`src/eos_seq_pkg.sv`:
```
/*
  Shared types and constants of the transmit end-of-stream sequencer.
  Assumes it is compiled ahead of every file that imports it.
*/
package eos_seq_pkg;

  // ****************************************************************
  // Widths and reset values
  // ****************************************************************
  localparam int unsigned NIBBLE_W     = 4;
  localparam logic [3:0]  DATA_RST     = 4'h0;
  localparam logic        ERR_RST      = 1'b0;
  localparam logic        BUSY_RST     = 1'b0;
  localparam logic        RST_SYNC_RST = 1'b0;

  // ****************************************************************
  // Transmit states, one-hot
  // ****************************************************************
  typedef enum logic [7:0] {
    st_idle        = 8'h01,
    st_start_a     = 8'h02,
    st_start_b     = 8'h04,
    st_start_c     = 8'h08,
    st_data        = 8'h10,
    st_end_delim_a = 8'h20,
    st_end_delim_b = 8'h40,
    st_end_delim_c = 8'h80
  } tx_state_t;

  // ****************************************************************
  // Line symbol kinds handed to the ternary mapper
  // ****************************************************************
  typedef enum logic [3:0] {
    sym_idle              = 4'h0,
    start_delim_sym_a     = 4'h1,
    start_delim_sym_b     = 4'h2,
    start_delim_sym_c     = 4'h3,
    sym_data              = 4'h4,
    end_delim_sym_a       = 4'h5,
    end_delim_sym_b       = 4'h6,
    end_delim_sym_c       = 4'h7,
    end_delim_sym_c_error = 4'h8
  } line_sym_t;

endpackage

```
`src/eos_sym_select.sv`:
```
/*
  Maps a transmit state and the frame error flag to the line symbol kind.
  Purely combinational; the caller registers the result.
*/
`timescale 1ns/1ps

module eos_sym_select
  import eos_seq_pkg::*;
(
  input  wire tx_state_t state,
  input  wire logic      frame_err,
  output line_sym_t      sym
);

  // ****************************************************************
  // Symbol decode
  // ****************************************************************

  // Third end symbol takes its error form when the frame was marked bad
  wire line_sym_t end_c_sym = frame_err ? end_delim_sym_c_error : end_delim_sym_c;

  // One symbol per state
  always_comb begin
    case (state)
      st_idle:        sym = sym_idle;
      st_start_a:     sym = start_delim_sym_a;
      st_start_b:     sym = start_delim_sym_b;
      st_start_c:     sym = start_delim_sym_c;
      st_data:        sym = sym_data;
      st_end_delim_a: sym = end_delim_sym_a;
      st_end_delim_b: sym = end_delim_sym_b;
      st_end_delim_c: sym = end_c_sym;
      default:        sym = sym_idle;
    endcase
  end

endmodule

```
`src/pcs_tx_end_delimiter_sequencer.sv`:
```
/*
  Transmit sequencer of a single-pair 100 Mbit/s PCS: idle, start delimiters,
  data, and the fixed three-symbol end of stream, then idle again.
  Assumes the MII transmit signals come from logic on the same clock, and that
  clk runs while rstn is low so the synchronous state reset can take hold.
*/
`timescale 1ns/1ps

// Function
// - First end state sends symbol a, then goes to the second, ignoring MII.
// - Second end state sends symbol b, then goes to the third, ignoring MII.
// - Third end state sends symbol c, then goes straight to idle sending.
// - The three end states advance unconditionally; MII activity cannot shorten them.
// - Enable falling in data gives end symbol a, then end symbol b.
// - Enable low for one clock then high still completes the whole end sequence.
// - Frame without error ends with the normal third end symbol after a and b.
// - After the end symbols, idle symbols continue while enable stays low.
// - Data state keeps encoding data until enable goes low.
// - A frame starts with the three start symbols before the data state.
// - An error during the frame turns the third end symbol into its error form.
module pcs_tx_end_delimiter_sequencer
  import eos_seq_pkg::*;
(
  input  wire logic                          clk,
  input  wire logic                          rstn,
  input  wire logic                          tx_en,
  input  wire logic                          tx_er,
  input  wire logic [eos_seq_pkg::NIBBLE_W-1:0] txd,
  output eos_seq_pkg::line_sym_t             sym_q,
  output logic [eos_seq_pkg::NIBBLE_W-1:0]    data_q,
  output logic                               busy_q
);

  // ****************************************************************
  // Reset release
  // ****************************************************************
  logic rst_meta_q;
  logic rst_sync_q;

  // Asserts at once, releases after two edges to avoid a metastable release
  always_ff @(posedge clk or negedge rstn) begin
    if (!rstn) begin
      rst_meta_q <= RST_SYNC_RST;
      rst_sync_q <= RST_SYNC_RST;
    end else begin
      rst_meta_q <= 1'b1;
      rst_sync_q <= rst_meta_q;
    end
  end

  // ****************************************************************
  // Next-state decode
  // ****************************************************************
  tx_state_t st_q;
  tx_state_t st_d;
  logic      err_q;
  logic      err_d;
  line_sym_t sym_d;

  wire frame_start = (st_q == st_idle) && tx_en;
  wire data_end    = (st_q == st_data) && !tx_en;
  wire in_frame    = (st_q == st_start_a) || (st_q == st_start_b) ||
                     (st_q == st_start_c) || (st_q == st_data);

  // End states never look at the MII; that is what keeps the tail whole
  always_comb begin
    case (st_q)
      st_idle:        st_d = tx_en ? st_start_a : st_idle;
      st_start_a:     st_d = st_start_b;
      st_start_b:     st_d = st_start_c;
      st_start_c:     st_d = st_data;
      st_data:        st_d = tx_en ? st_data : st_end_delim_a;
      st_end_delim_a: st_d = st_end_delim_b;
      st_end_delim_b: st_d = st_end_delim_c;
      st_end_delim_c: st_d = st_idle;
      default:        st_d = st_idle;
    endcase
  end

  // Error flag: a fresh frame restarts it, but an error in that same cycle still counts
  assign err_d = frame_start ? tx_er : (err_q | (in_frame & tx_en & tx_er));

  eos_sym_select u_sym_select (
    .state     (st_d),
    .frame_err (err_d),
    .sym       (sym_d)
  );

  // ****************************************************************
  // State and output registers
  // ****************************************************************

  // Synchronous reset from the released copy; outputs line up with the state
  always_ff @(posedge clk) begin
    if (!rst_sync_q) begin
      st_q   <= st_idle;
      err_q  <= ERR_RST;
      sym_q  <= sym_idle;
      data_q <= DATA_RST;
      busy_q <= BUSY_RST;
    end else begin
      st_q   <= st_d;
      err_q  <= err_d;
      sym_q  <= sym_d;
      data_q <= (st_d == st_data) ? txd : DATA_RST; // Nibble rides with data symbols only
      busy_q <= (st_d != st_idle);
    end
  end

  // ****************************************************************
  // Assertions
  // ****************************************************************
  property p_end_a_step;
    @(posedge clk) disable iff (!rst_sync_q)
      (st_q == st_end_delim_a) |-> (sym_q == end_delim_sym_a) ##1
                                   (st_q == st_end_delim_b);
  endproperty
  a_end_a_step: assert property (p_end_a_step) else $error("end a did not lead to end b");

  property p_end_b_step;
    @(posedge clk) disable iff (!rst_sync_q)
      (st_q == st_end_delim_b) |-> (sym_q == end_delim_sym_b) ##1
                                   (st_q == st_end_delim_c);
  endproperty
  a_end_b_step: assert property (p_end_b_step) else $error("end b did not lead to end c");

  property p_end_c_step;
    @(posedge clk) disable iff (!rst_sync_q)
      (st_q == st_end_delim_c) |=> (st_q == st_idle) && (sym_q == sym_idle);
  endproperty
  a_end_c_step: assert property (p_end_c_step) else $error("end c did not return to idle");

  property p_tail_whole;
    @(posedge clk) disable iff (!rst_sync_q)
      $rose(st_q == st_end_delim_a) |-> busy_q [*3] ##1 !busy_q;
  endproperty
  a_tail_whole: assert property (p_tail_whole) else $error("end sequence length wrong");

  property p_data_exit;
    @(posedge clk) disable iff (!rst_sync_q)
      data_end |=> (sym_q == end_delim_sym_a) ##1 (sym_q == end_delim_sym_b);
  endproperty
  a_data_exit: assert property (p_data_exit) else $error("enable drop gave wrong symbols");

  property p_short_gap;
    @(posedge clk) disable iff (!rst_sync_q)
      (data_end ##1 tx_en) |-> (st_q == st_end_delim_a) ##1 (st_q == st_end_delim_b)
                               ##1 (st_q == st_end_delim_c);
  endproperty
  a_short_gap: assert property (p_short_gap) else $error("short enable gap cut the tail");

  property p_clean_end;
    @(posedge clk) disable iff (!rst_sync_q)
      (st_q == st_end_delim_c) && !err_q |-> (sym_q == end_delim_sym_c) &&
        ($past(sym_q, 1) == end_delim_sym_b) && ($past(sym_q, 2) == end_delim_sym_a);
  endproperty
  a_clean_end: assert property (p_clean_end) else $error("clean frame end symbols wrong");

  property p_idle_hold;
    @(posedge clk) disable iff (!rst_sync_q)
      (st_q == st_idle) && !tx_en |=> (sym_q == sym_idle) && !busy_q;
  endproperty
  a_idle_hold: assert property (p_idle_hold) else $error("idle not kept while enable low");

  property p_data_stay;
    @(posedge clk) disable iff (!rst_sync_q)
      (st_q == st_data) && tx_en |=> (sym_q == sym_data) && (data_q == $past(txd));
  endproperty
  a_data_stay: assert property (p_data_stay) else $error("data state left or data lost");

  property p_start_seq;
    @(posedge clk) disable iff (!rst_sync_q)
      frame_start |=> (sym_q == start_delim_sym_a) ##1 (sym_q == start_delim_sym_b)
                      ##1 (sym_q == start_delim_sym_c) ##1 (st_q == st_data);
  endproperty
  a_start_seq: assert property (p_start_seq) else $error("start delimiters wrong");

  property p_err_end;
    @(posedge clk) disable iff (!rst_sync_q)
      (st_q == st_end_delim_c) && err_q |-> (sym_q == end_delim_sym_c_error);
  endproperty
  a_err_end: assert property (p_err_end) else $error("error frame lacks error end");

  property p_rst_idle;
    @(posedge clk) disable iff (!rstn)
      $rose(rst_sync_q) |-> (st_q == st_idle) && (sym_q == sym_idle) && !busy_q;
  endproperty
  a_rst_idle: assert property (p_rst_idle) else $error("not idle on reset release");

  // Main scenarios
  c_clean_frame: cover property (@(posedge clk) disable iff (!rst_sync_q)
    (st_q == st_end_delim_c) && !err_q);
  c_err_frame: cover property (@(posedge clk) disable iff (!rst_sync_q)
    (st_q == st_end_delim_c) && err_q);
  c_short_gap: cover property (@(posedge clk) disable iff (!rst_sync_q)
    data_end ##1 tx_en);
  c_back_to_back: cover property (@(posedge clk) disable iff (!rst_sync_q)
    (st_q == st_end_delim_c) ##1 frame_start);

endmodule

```
`config.mk`:
```
export PLATFORM = sky130hd
export DESIGN_NAME = pcs_tx_end_delimiter_sequencer
export DESIGN_NICKNAME = d
export VERILOG_FILES = /design/src/eos_seq_pkg.sv /design/src/eos_sym_select.sv /design/src/pcs_tx_end_delimiter_sequencer.sv
export SDC_FILE = /design/constraint.sdc
export NUM_CORES = 1
export LEC_CHECK = 0
export BUFFER_PORTS_ARGS = -buffer_cell sky130_fd_sc_hd__buf_2
export CAP_MARGIN = 20
export CORE_MARGIN = 1.5
export CORE_UTILIZATION = 47
export CTS_CLUSTER_DIAMETER = 80
export DETAILED_ROUTE_END_ITERATION = 12
export PLACE_DENSITY = 0.79
export SYNTH_ARGS = -nofsm -noshare
export SYNTH_HDL_FRONTEND = slang
export SYNTH_SLANG_ARGS = --single-unit
```
`constraint.sdc`:
```
create_clock -name clk -period 1.4 [get_ports clk]
set_input_delay 0.07 -clock clk [delete_from_list [all_inputs] [get_ports clk]]
set_output_delay 0.07 -clock clk [all_outputs]
set_load 0.02 [all_outputs]
```
==> out/metrics.cfg, run 1 <==
[outcome]
status = finished, violations left
violations = negative setup slack

[die]
die_w_um = 46.7
fp-row-count = 15
die_h_um = 46.7
initial_core_util = 0.509
core_area_um2 = 1760
die_area_um2 = 2180
io_pins = 17

[cts]
cts_tree = yes
cts.sinks = 20
cts_buffers = 3
worst_setup_hold_path_clk_slew_ns = 0.11
clockBufferDepth = 2
h-tree-depth = 1
root_buffer = clkbuf_4
clk_latency_ns = 0.30

[yosys]
syn_inst = 92
syn_area_um2 = 898
yosysUniqueCellTypes = 39
synth_warnings = 0
ys_ff_latch = 20
ys_seq_area_frac = 0.457
synthFlopType = dfxtp_1
synthArstFlopShare = 0.100
synth_edf_count = 0
synth_nets = 100
synth.avg_cell_area_um2 = 9.76

[cells_and_area]
design_area_um2 = 1370
fin_nets = 145
multi_input_area_um2 = 532
drive_above_1_share = 0.515
antenna_cells = 0
area_growth_pct = 51.9
register_area_um2 = 429
fill_cells = 126

[routing]
drtAntennaViolNets = 0
drt_iter0_drc = 28
avgViaCountPerCell = 5.52
wirelength_um = 2380
drc = 0
vias = 889
first_pass_iters = 4
post_drt_wl_per_cell_um = 14.8

[power_and_ir_drop]
power.density_nw_per_um2 = 854
p_int_uw = 853
power.share.sequential = 0.518
clkPwrFrac = 0.288
sw_frac_of_total = 0.269
p_sw_uw = 313
leakage_uw = 0.000593
irDropWorstVdd_mv = 0.572
pwr-share-comb = 0.194

[setup_path]
r2r_end = sym_q[1]
critical_path.endpoint_type = flip-flop
startpoint_type = flip-flop
path_class = reg2reg
ff2ff_setup_slack_ns = -0.06
r2r_cells = 3
cp-endpoint = sym_q[1]
cp_cell_sequence = or3_4 > or4_4 > a21oi_2
path_depth = 3
crit_start = st_q[4]
path_max_fanout = 6
path_buf_inv = 0
r2r_start = st_q[4]
cp_slowest_stage_delay_ns = 0.49
critPathRequiredTime_ns = 1.65
critical_path.top_delay_family = simple AND/OR/NAND/NOR gates
slowest_stage = or4_4
cp.arrival_ns = 1.70

[global_route]
grt_use_total = 0.242
antenna_found_initial = 0
met1_usage = 0.292
grt_use_met3 = 0.0588
top_usage_layer = met2
grt_max_degree = 12
grt_pass1_wl_um = 3660
met2_usage = 0.408
grt-ovfl-total = 0
grt_pass1_vias = 834

[sta]
skew_ns = 0.00223
hold_viol_final = 0
period_minus_slack_ns = 1.46
finalWorstSetupSlack_ns = -0.0565
rsz0062_at_grt = yes
fmax_mhz = 687
drv_slew = 0
period_share = 1.04
finalSetupViolCount = 5
whs_ns = 0.0643

[placement]
portBuffers = 16
place.detailed.hpwl_um = 1420
pre_cts_ws_ns = -0.104
place_area_um2 = 1080
gp_congestion = 0.832

[hold_path]
hp-class = in2async

[run]
maxCapViolCount = 0

-- state kept, by name, indices dropped and copies added (netlist names) --
name and flops:
busy_q 1, data_q 4, err_q 1, rst_meta_q 1, rst_sync_q 1, st_q 8, sym_q 4
-- metrics by stage --
| stage | setup TNS [ns] | utilization | power [µW] | instances |
|---|---|---|---|---|
| after global placement | -0.271 | 0.615 | 787 | 143 |
| after floorplan | -0.00706 | - | 729 | 92 |
| after global routing | -0.846 | 0.774 | 1220 | 161 |
| final | -0.164 | 0.774 | 1170 | 161 |
| after detailed placement | -0.760 | 0.615 | 793 | 143 |
| after CTS | -0.0614 | 0.733 | 1140 | 159 |
-- power groups by stage --
stage	clock (µW)	sequential, µW	combinational, µW
floorplan	0	625	104
global placement	0	620	167
detailed placement	0	621	172
CTS	336	605	201
global route	369	607	245
finish	336	604	226
-- cell usage after synthesis (all sizes together) (2+ instances only) --
cell type	n	area (µm²)
nor4	3	48.8
dfrtp	2	50.1
nor2b	2	12.5
nor3	3	15.0
and3	3	20.0
nor4b	3	32.5
nand3b	2	15.0
nor2	5	18.8
nor3b	2	15.0
nand3	4	20.0
nand2	5	18.8
a21oi	6	33.8
dfxtp	18	360
buf	4	33.8
xor2	2	17.5
inv	4	15.0
o21ai	5	28.8
and2	4	25.0
a41o	2	20.0
-- cells in the final DEF (no fill, tap or decap), types with 2 or more instances in the layout --
master	count
dlygate4sd3_1	5
o21ai_0	2
nor3_1	3
and3_1	2
nor4_4	2
and2_1	4
dfxtp_1	11
nand3_2	2
dfxtp_4	4
a21oi_2	2
nand2_1	5
a21oi_1	3
dfrtp_1	2
clkbuf_4	3
buf_4	21
buf_2	16
inv_1	4
buf_6	3
nand3b_1	2
a41o_1	2
nor2_1	5
dfxtp_2	3
xor2_1	2
-- metal layers --
layer	share of wire	routed length, µm
met4	0.017	41
met1	0.44	1040
met5	0	0
met2	0.51	1200
met3	0.041	97
-- what timing repair did --
action | CTS | global route
gates resized for setup | 21 | 13
pin swaps | 2 | 8
buffers inserted | 7 | 2
endpoints found under the setup margin | 11 | 12
endpoints found under the hold margin | 6 | 0
hold buffers | 5 | 0
-- worst min path at each step --
stage,to,slack [ns],cells after the start
2_1_floorplan,rst_meta_q,-0.23,0
5_1_grt,rst_sync_q,0.05,2
3_5_place_dp,rst_sync_q,-0.14,1
3_3_place_gp,rst_meta_q,-0.15,1
6_report,rst_sync_q,0.06,2
4_1_cts,rst_meta_q,0.06,2
-- cell type report --
type	count	area share
Clock buffer	4	0.0266
Inverter	4	0.0110
Sequential cell	20	0.314
Multi-Input combinational cell	63	0.390
Tap cell	25	0.0229
Timing Repair Buffer	45	0.236
-- logic make-up (layout without fill, tap and decap cells) --
family,after synthesis,count (layout),synth area share
buffers and inverters,9,53,0.0585
flip-flops,20,20,0.457
other,1,1,0.00417
XOR/XNOR,3,3,0.0293
multiplexers,1,1,0.0111
AND/OR/NAND/NOR,40,40,0.305
AO/OA/AOI/OAI,18,18,0.135
Note: power is estimated with default switching activity, not from simulation.
==> inputs of run 2 (changes only) <==
--- a/config.mk
+++ b/config.mk
@@ -11,6 +11,7 @@
 export CORE_UTILIZATION = 47
 export CTS_CLUSTER_DIAMETER = 80
 export DETAILED_ROUTE_END_ITERATION = 12
+export GPL_TIMING_DRIVEN = 0
 export PLACE_DENSITY = 0.79
 export SYNTH_ARGS = -nofsm -noshare
 export SYNTH_HDL_FRONTEND = slang
==> out/metrics.cfg, run 2 (synthesis gave the netlist of run 1 again) <==
[outcome]
status = finished, violations left  ; unchanged
violations = negative setup slack  ; unchanged

[routing]
vias = 889  ; unchanged
post_drt_wl_per_cell_um = 16.5  ; was 14.8 µm
drtAntennaViolNets = 0  ; unchanged
first_pass_iters = 4  ; unchanged
avgViaCountPerCell = 5.77  ; was 5.52
wirelength_um = 2540  ; was 2380 µm
drt_iter0_drc = 50  ; was 28
drc = 0  ; unchanged

[die]
die_area_um2 = 2180  ; unchanged
core_area_um2 = 1760  ; unchanged
fp-row-count = 15  ; unchanged
io_pins = 17  ; unchanged
die_w_um = 46.7  ; unchanged
die_h_um = 46.7  ; unchanged
initial_core_util = 0.509  ; unchanged

[cells_and_area]
largest_reg_flops = 8  ; unchanged
area_growth_pct = 47.9  ; was 51.9%
register_area_um2 = 433  ; was 429 µm²
fill_cells = 128  ; was 126
antenna_cells = 0  ; unchanged
fin_nets = 138  ; was 145
final_cell_mix = buf_2 (16), buf_4 (13), dfxtp_1 (12)  ; was buf_4 (21), buf_2 (16), dfxtp_1 (11)
drive_above_1_share = 0.488  ; was 0.515
regMostFlops = st_q  ; unchanged
multi_input_area_um2 = 523  ; was 532 µm²
reg_top3 = st_q x8, data_q x4, sym_q x4  ; unchanged
final_common_cell = buf_2  ; was buf_4

[sta]
hold_viol_final = 0  ; unchanged
period_share = 1.03  ; was 1.04
drv_slew = 0  ; unchanged
tns_ns = -0.139  ; was -0.164 ns
finalWorstSetupSlack_ns = -0.0447  ; was -0.0565 ns
skew_ns = 0.00251  ; was 0.00223 ns
period_minus_slack_ns = 1.44  ; was 1.46 ns
finalSetupViolCount = 5  ; unchanged
fmax_mhz = 692  ; was 687 MHz
rsz0062_at_grt = yes  ; unchanged

[cts]
cts_buffers = 3  ; unchanged
root_buffer = clkbuf_4  ; unchanged
clk_latency_ns = 0.30  ; about the same
h-tree-depth = 1  ; unchanged
cts.sinks = 20  ; unchanged
clockBufferDepth = 2  ; unchanged
worst_setup_hold_path_clk_slew_ns = 0.10  ; was 0.11 ns
cts_tree = yes  ; unchanged

[setup_path]
path_buf_inv = 0  ; unchanged
startpoint_type = flip-flop  ; unchanged
cp_cell_sequence = or3_4 > or4_4 > a21oi_2  ; unchanged
ff2ff_setup_slack_ns = -0.04  ; was -0.06 ns
slowest_stage = or4_4  ; unchanged
r2r_end = sym_q[1]  ; unchanged
cp_slowest_stage_delay_ns = 0.49  ; about the same
path_class = reg2reg  ; unchanged
path_max_fanout = 7  ; was 6
r2r_start = st_q[4]  ; unchanged
r2r_cells = 3  ; unchanged
critical_path.top_delay_family = simple AND/OR/NAND/NOR gates  ; unchanged
critPathRequiredTime_ns = 1.65  ; about the same
cp.arrival_ns = 1.69  ; was 1.70 ns
critical_path.endpoint_type = flip-flop  ; unchanged

[global_route]
grt_pass1_wl_um = 3030  ; was 3660 µm
met1_usage = 0.246  ; was 0.292
grt_use_met3 = 0.0667  ; was 0.0588
grt_pass1_vias = 724  ; was 834
grt_max_degree = 12  ; unchanged
top_usage_layer = met2  ; unchanged
grt_use_total = 0.205  ; was 0.242
met2_usage = 0.297  ; was 0.408
grt-ovfl-total = 0  ; unchanged
antenna_found_initial = 0  ; unchanged

[hold_path]
hp-class = in2async  ; unchanged

[placement]
place.detailed.hpwl_um = 1220  ; was 1420 µm
pre_cts_ws_ns = -0.153  ; was -0.104 ns
portBuffers = 16  ; unchanged
gp_congestion = 0.907  ; was 0.832

[run]
maxCapViolCount = 0  ; unchanged

[power_and_ir_drop]
leakage_uw = 0.000572  ; was 0.000593 µW
power.density_nw_per_um2 = 874  ; was 854 nW/µm²
irDropWorstVdd_mv = 0.653  ; was 0.572 mV

## run 2: power breakdown
part	internal (µW)	total [µW]	switching [µW]
clock	159	329	170
sequential	581	598	16.8
combinational	117	235	118
## run 2: how the worst max path moves through the flow
stage / cells after the start / start / slack [ns] / end
after floorplan: 4 / st_q[3] / -0.007 / sym_q[0]
after global placement: 4 / st_q[3] / -0.14 / sym_q[0]
after detailed placement: 4 / st_q[3] / -0.15 / sym_q[0]
after CTS: 4 / st_q[2] / -0.03 / sym_q[0]
after global routing: 4 / st_q[4] / -0.16 / sym_q[2]
final: 3 / st_q[4] / -0.04 / sym_q[1]
## run 2: layout make-up
type,count,share of cell area
plain buffers,3,0.0254
clock buffers,4,0.0273
inverters,4,0.0113
multi-input cells,63,0.394
flip-flops and latches,20,0.326
well taps,25,0.0235
repair buffers,35,0.193
## run 2: through the flow
| step | area [µm²] | util | hold WS (ns) | cells | power (µW) |
|---|---|---|---|---|---|
| 4_1_cts | 1170 | 0.664 | 0.0559 | 147 | 1130 |
| 3_3_place_gp | 1010 | 0.574 | -0.146 | 133 | 766 |
| 3_5_place_dp | 1010 | 0.574 | -0.144 | 133 | 768 |
| 6_report | 1330 | 0.753 | 0.0583 | 154 | 1160 |
| 2_1_floorplan | 902 | - | -0.226 | 92 | 729 |
| 5_1_grt | 1330 | 0.753 | 0.0493 | 154 | 1220 |
## run 2: metal layers
metal  share of wire  wire length, µm
met1            0.36              922
met2            0.52             1310
met3           0.076              192
met4           0.045              114
met5               0                0
## run 2: what timing repair did
action                                  CTS  global route
setup buffers                             6             7
cloned                                    0             1
endpoints found under the setup margin   11            13
pin swaps                                 7             9
hold buffers                              5             0
resized for setup                        11            27
endpoints found under the hold margin     6             0
==> inputs of run 3 (changes only) <==
--- a/config.mk
+++ b/config.mk
@@ -7,9 +7,9 @@
 export LEC_CHECK = 0
 export BUFFER_PORTS_ARGS = -buffer_cell sky130_fd_sc_hd__buf_2
 export CAP_MARGIN = 20
-export CORE_MARGIN = 1.5
 export CORE_UTILIZATION = 47
 export CTS_CLUSTER_DIAMETER = 80
+export CTS_CLUSTER_SIZE = 8
 export DETAILED_ROUTE_END_ITERATION = 12
 export GPL_TIMING_DRIVEN = 0
 export PLACE_DENSITY = 0.79
==> out/metrics.cfg, run 3 (synthesis gave the netlist of run 1 again) <==
[outcome]
status = finished, violations left  ; unchanged
violations = negative setup slack  ; unchanged

[routing]
post_drt_wl_per_cell_um = 16.9  ; was 16.5 µm
drtAntennaViolNets = 0  ; unchanged
drt_iter0_drc = 38  ; was 50
avgViaCountPerCell = 5.76  ; was 5.77
drc = 0  ; unchanged
vias = 898  ; was 889
wirelength_um = 2630  ; was 2540 µm
first_pass_iters = 4  ; unchanged

[global_route]
grt_use_total = 0.256  ; was 0.205
grt-ovfl-total = 0  ; unchanged
grt_pass1_wl_um = 3620  ; was 3030 µm
antenna_found_initial = 0  ; unchanged
grt_pass1_vias = 796  ; was 724
grt_max_degree = 12  ; unchanged

[cells_and_area]
area_growth_pct = 51.9  ; was 47.9%
design_area_um2 = 1370  ; was 1330 µm²
reg_top3 = st_q x8, data_q x4, sym_q x4  ; unchanged
fin_cells = 156  ; was 154
final_common_cell = buf_2  ; unchanged
fill_cells = 120  ; was 128
drive_above_1_share = 0.557  ; was 0.488
final_cell_mix = buf_2 (16), buf_4 (15), dfxtp_1 (11)  ; was buf_2 (16), buf_4 (13), dfxtp_1 (12)
regMostFlops = st_q  ; unchanged
fin_nets = 140  ; was 138
antenna_cells = 0  ; unchanged
largest_reg_flops = 8  ; unchanged

[setup_path]
cp.arrival_ns = 1.73  ; was 1.69 ns
r2r_cells = 5  ; was 3
r2r_start = st_q[1]  ; was st_q[4]
r2r_end = sym_q[1]  ; unchanged
critical_path.endpoint_type = flip-flop  ; unchanged
critPathRequiredTime_ns = 1.65  ; about the same
path_class = reg2reg  ; unchanged
cp_cell_sequence = buf_6 > xor2_1 > o21ai_1 > or4_4 > a21oi_2  ; was or3_4 > or4_4 > a21oi_2
path_max_fanout = 8  ; was 7
cp_slowest_stage_delay_ns = 0.53  ; was 0.49 ns
slowest_stage = or4_4  ; unchanged
startpoint_type = flip-flop  ; unchanged
ff2ff_setup_slack_ns = -0.08  ; was -0.04 ns

[die]
die_h_um = 45.7  ; was 46.7 µm
initial_core_util = 0.509  ; unchanged
die_w_um = 45.7  ; was 46.7 µm
core_area_um2 = 1760  ; unchanged
fp-row-count = 15  ; unchanged
io_pins = 17  ; unchanged
die_area_um2 = 2090  ; was 2180 µm²

[placement]
portBuffers = 16  ; unchanged
gp_congestion = 0.886  ; was 0.907
place_area_um2 = 1010  ; unchanged
place_inst = 133  ; unchanged
place.detailed.hpwl_um = 1240  ; was 1220 µm

[sta]
period_share = 1.06  ; was 1.03
skew_ns = 0.00703  ; was 0.00251 ns
tns_ns = -0.184  ; was -0.139 ns
drv_slew = 0  ; unchanged
period_minus_slack_ns = 1.48  ; was 1.44 ns
rsz0062_at_grt = yes  ; unchanged
hold_viol_final = 0  ; unchanged
finalSetupViolCount = 7  ; was 5
fmax_mhz = 676  ; was 692 MHz
finalWorstSetupSlack_ns = -0.0798  ; was -0.0447 ns

[cts]
cts_tree = yes  ; unchanged
cts_buffers = 3  ; unchanged
cts.sinks = 20  ; unchanged
worst_setup_hold_path_clk_slew_ns = 0.11  ; was 0.10 ns
clockBufferDepth = 2  ; unchanged
clk_latency_ns = 0.31  ; was 0.30 ns
h-tree-depth = 1  ; unchanged
root_buffer = clkbuf_4  ; unchanged

[power_and_ir_drop]
leakage_uw = 0.000589  ; was 0.000572 µW
irDropWorstVdd_mv = 0.646  ; was 0.653 mV
power.density_nw_per_um2 = 850  ; was 874 nW/µm²

[hold_path]
hp-class = in2async  ; unchanged

[run]
maxCapViolCount = 0  ; unchanged

[run 3: cell count changes in the layout (fill, tap and decap cells not counted), moves of 2 or more]
cell     before  now
dfxtp_4       6    3
buf_4        13   15
buf_6         2    4
nand3_1       2    0
dfxtp_2       0    4
o21ai_0       2    0
nand3_2       1    3
[run 3: where the power goes]
part / switching, µW / internal, µW / leakage [µW]
clock: 173 / 111 / 0.0000150
combinational: 140 / 133 / 0.000400
sequential: 17.3 / 586 / 0.000174
[run 3: repair_timing]
action,CTS,global route
hold endpoints to repair,6,0
endpoints found under the setup margin,11,12
pin swaps,12,12
resized for setup,21,28
setup buffers,9,7
hold buffers,5,0
[run 3: per-stage QoR]
| step | hold WS, ns | utilization | power [µW] | setup slack, ns |
|---|---|---|---|---|
| final | 0.0702 | 0.774 | 1160 | -0.0798 |
| after global routing | 0.0672 | 0.774 | 1210 | -0.131 |
| after CTS | 0.0591 | 0.691 | 1120 | -0.0405 |
| after detailed placement | -0.143 | 0.574 | 772 | -0.229 |
| after global placement | -0.146 | 0.574 | 766 | -0.147 |
| after floorplan | -0.226 | - | 729 | -0.00706 |
[run 3: per-layer routing]
layer | part of all wire | up-vias | GRT usage
met5 | 0 | - | 0
met4 | 0.040 | 0 | 0.141
met3 | 0.071 | 14 | 0.0794
met2 | 0.51 | 54 | 0.414
met1 | 0.38 | 422 | 0.299
li1 | - | 408 | -
[run 3: worst max path at each step]
stage / startpoint / to / slack, ns / cells past startpoint
2_1_floorplan: st_q[3] / sym_q[0] / -0.007 / 4
5_1_grt: st_q[5] / sym_q[3] / -0.13 / 5
6_report: st_q[1] / sym_q[1] / -0.08 / 5
3_3_place_gp: st_q[3] / sym_q[0] / -0.15 / 4
4_1_cts: st_q[5] / sym_q[3] / -0.04 / 6
3_5_place_dp: st_q[3] / sym_q[0] / -0.23 / 4
[run 3: worst max-delay path: cells and delay by family (launching register included)]
kind / cells / cell delay (ns)
AOI/OAI and AO/OA: 2 / 0.20
DFF: 1 / 0.36
xor gates and xnor gates: 1 / 0.20
and+or+nand+nor: 1 / 0.53
buffers and inverters: 1 / 0.14
[run 3: final cells by class]
class | instances | area (µm²) | area share
sequential | 20 | 427 | 0.313
tap | 25 | 31.3 | 0.0229
multi-input combinational | 63 | 578 | 0.423
inverter | 4 | 15.0 | 0.0110
timing repair buffer | 37 | 258 | 0.189
clock buffer | 4 | 26.3 | 0.0192
buffer | 3 | 30.0 | 0.0220
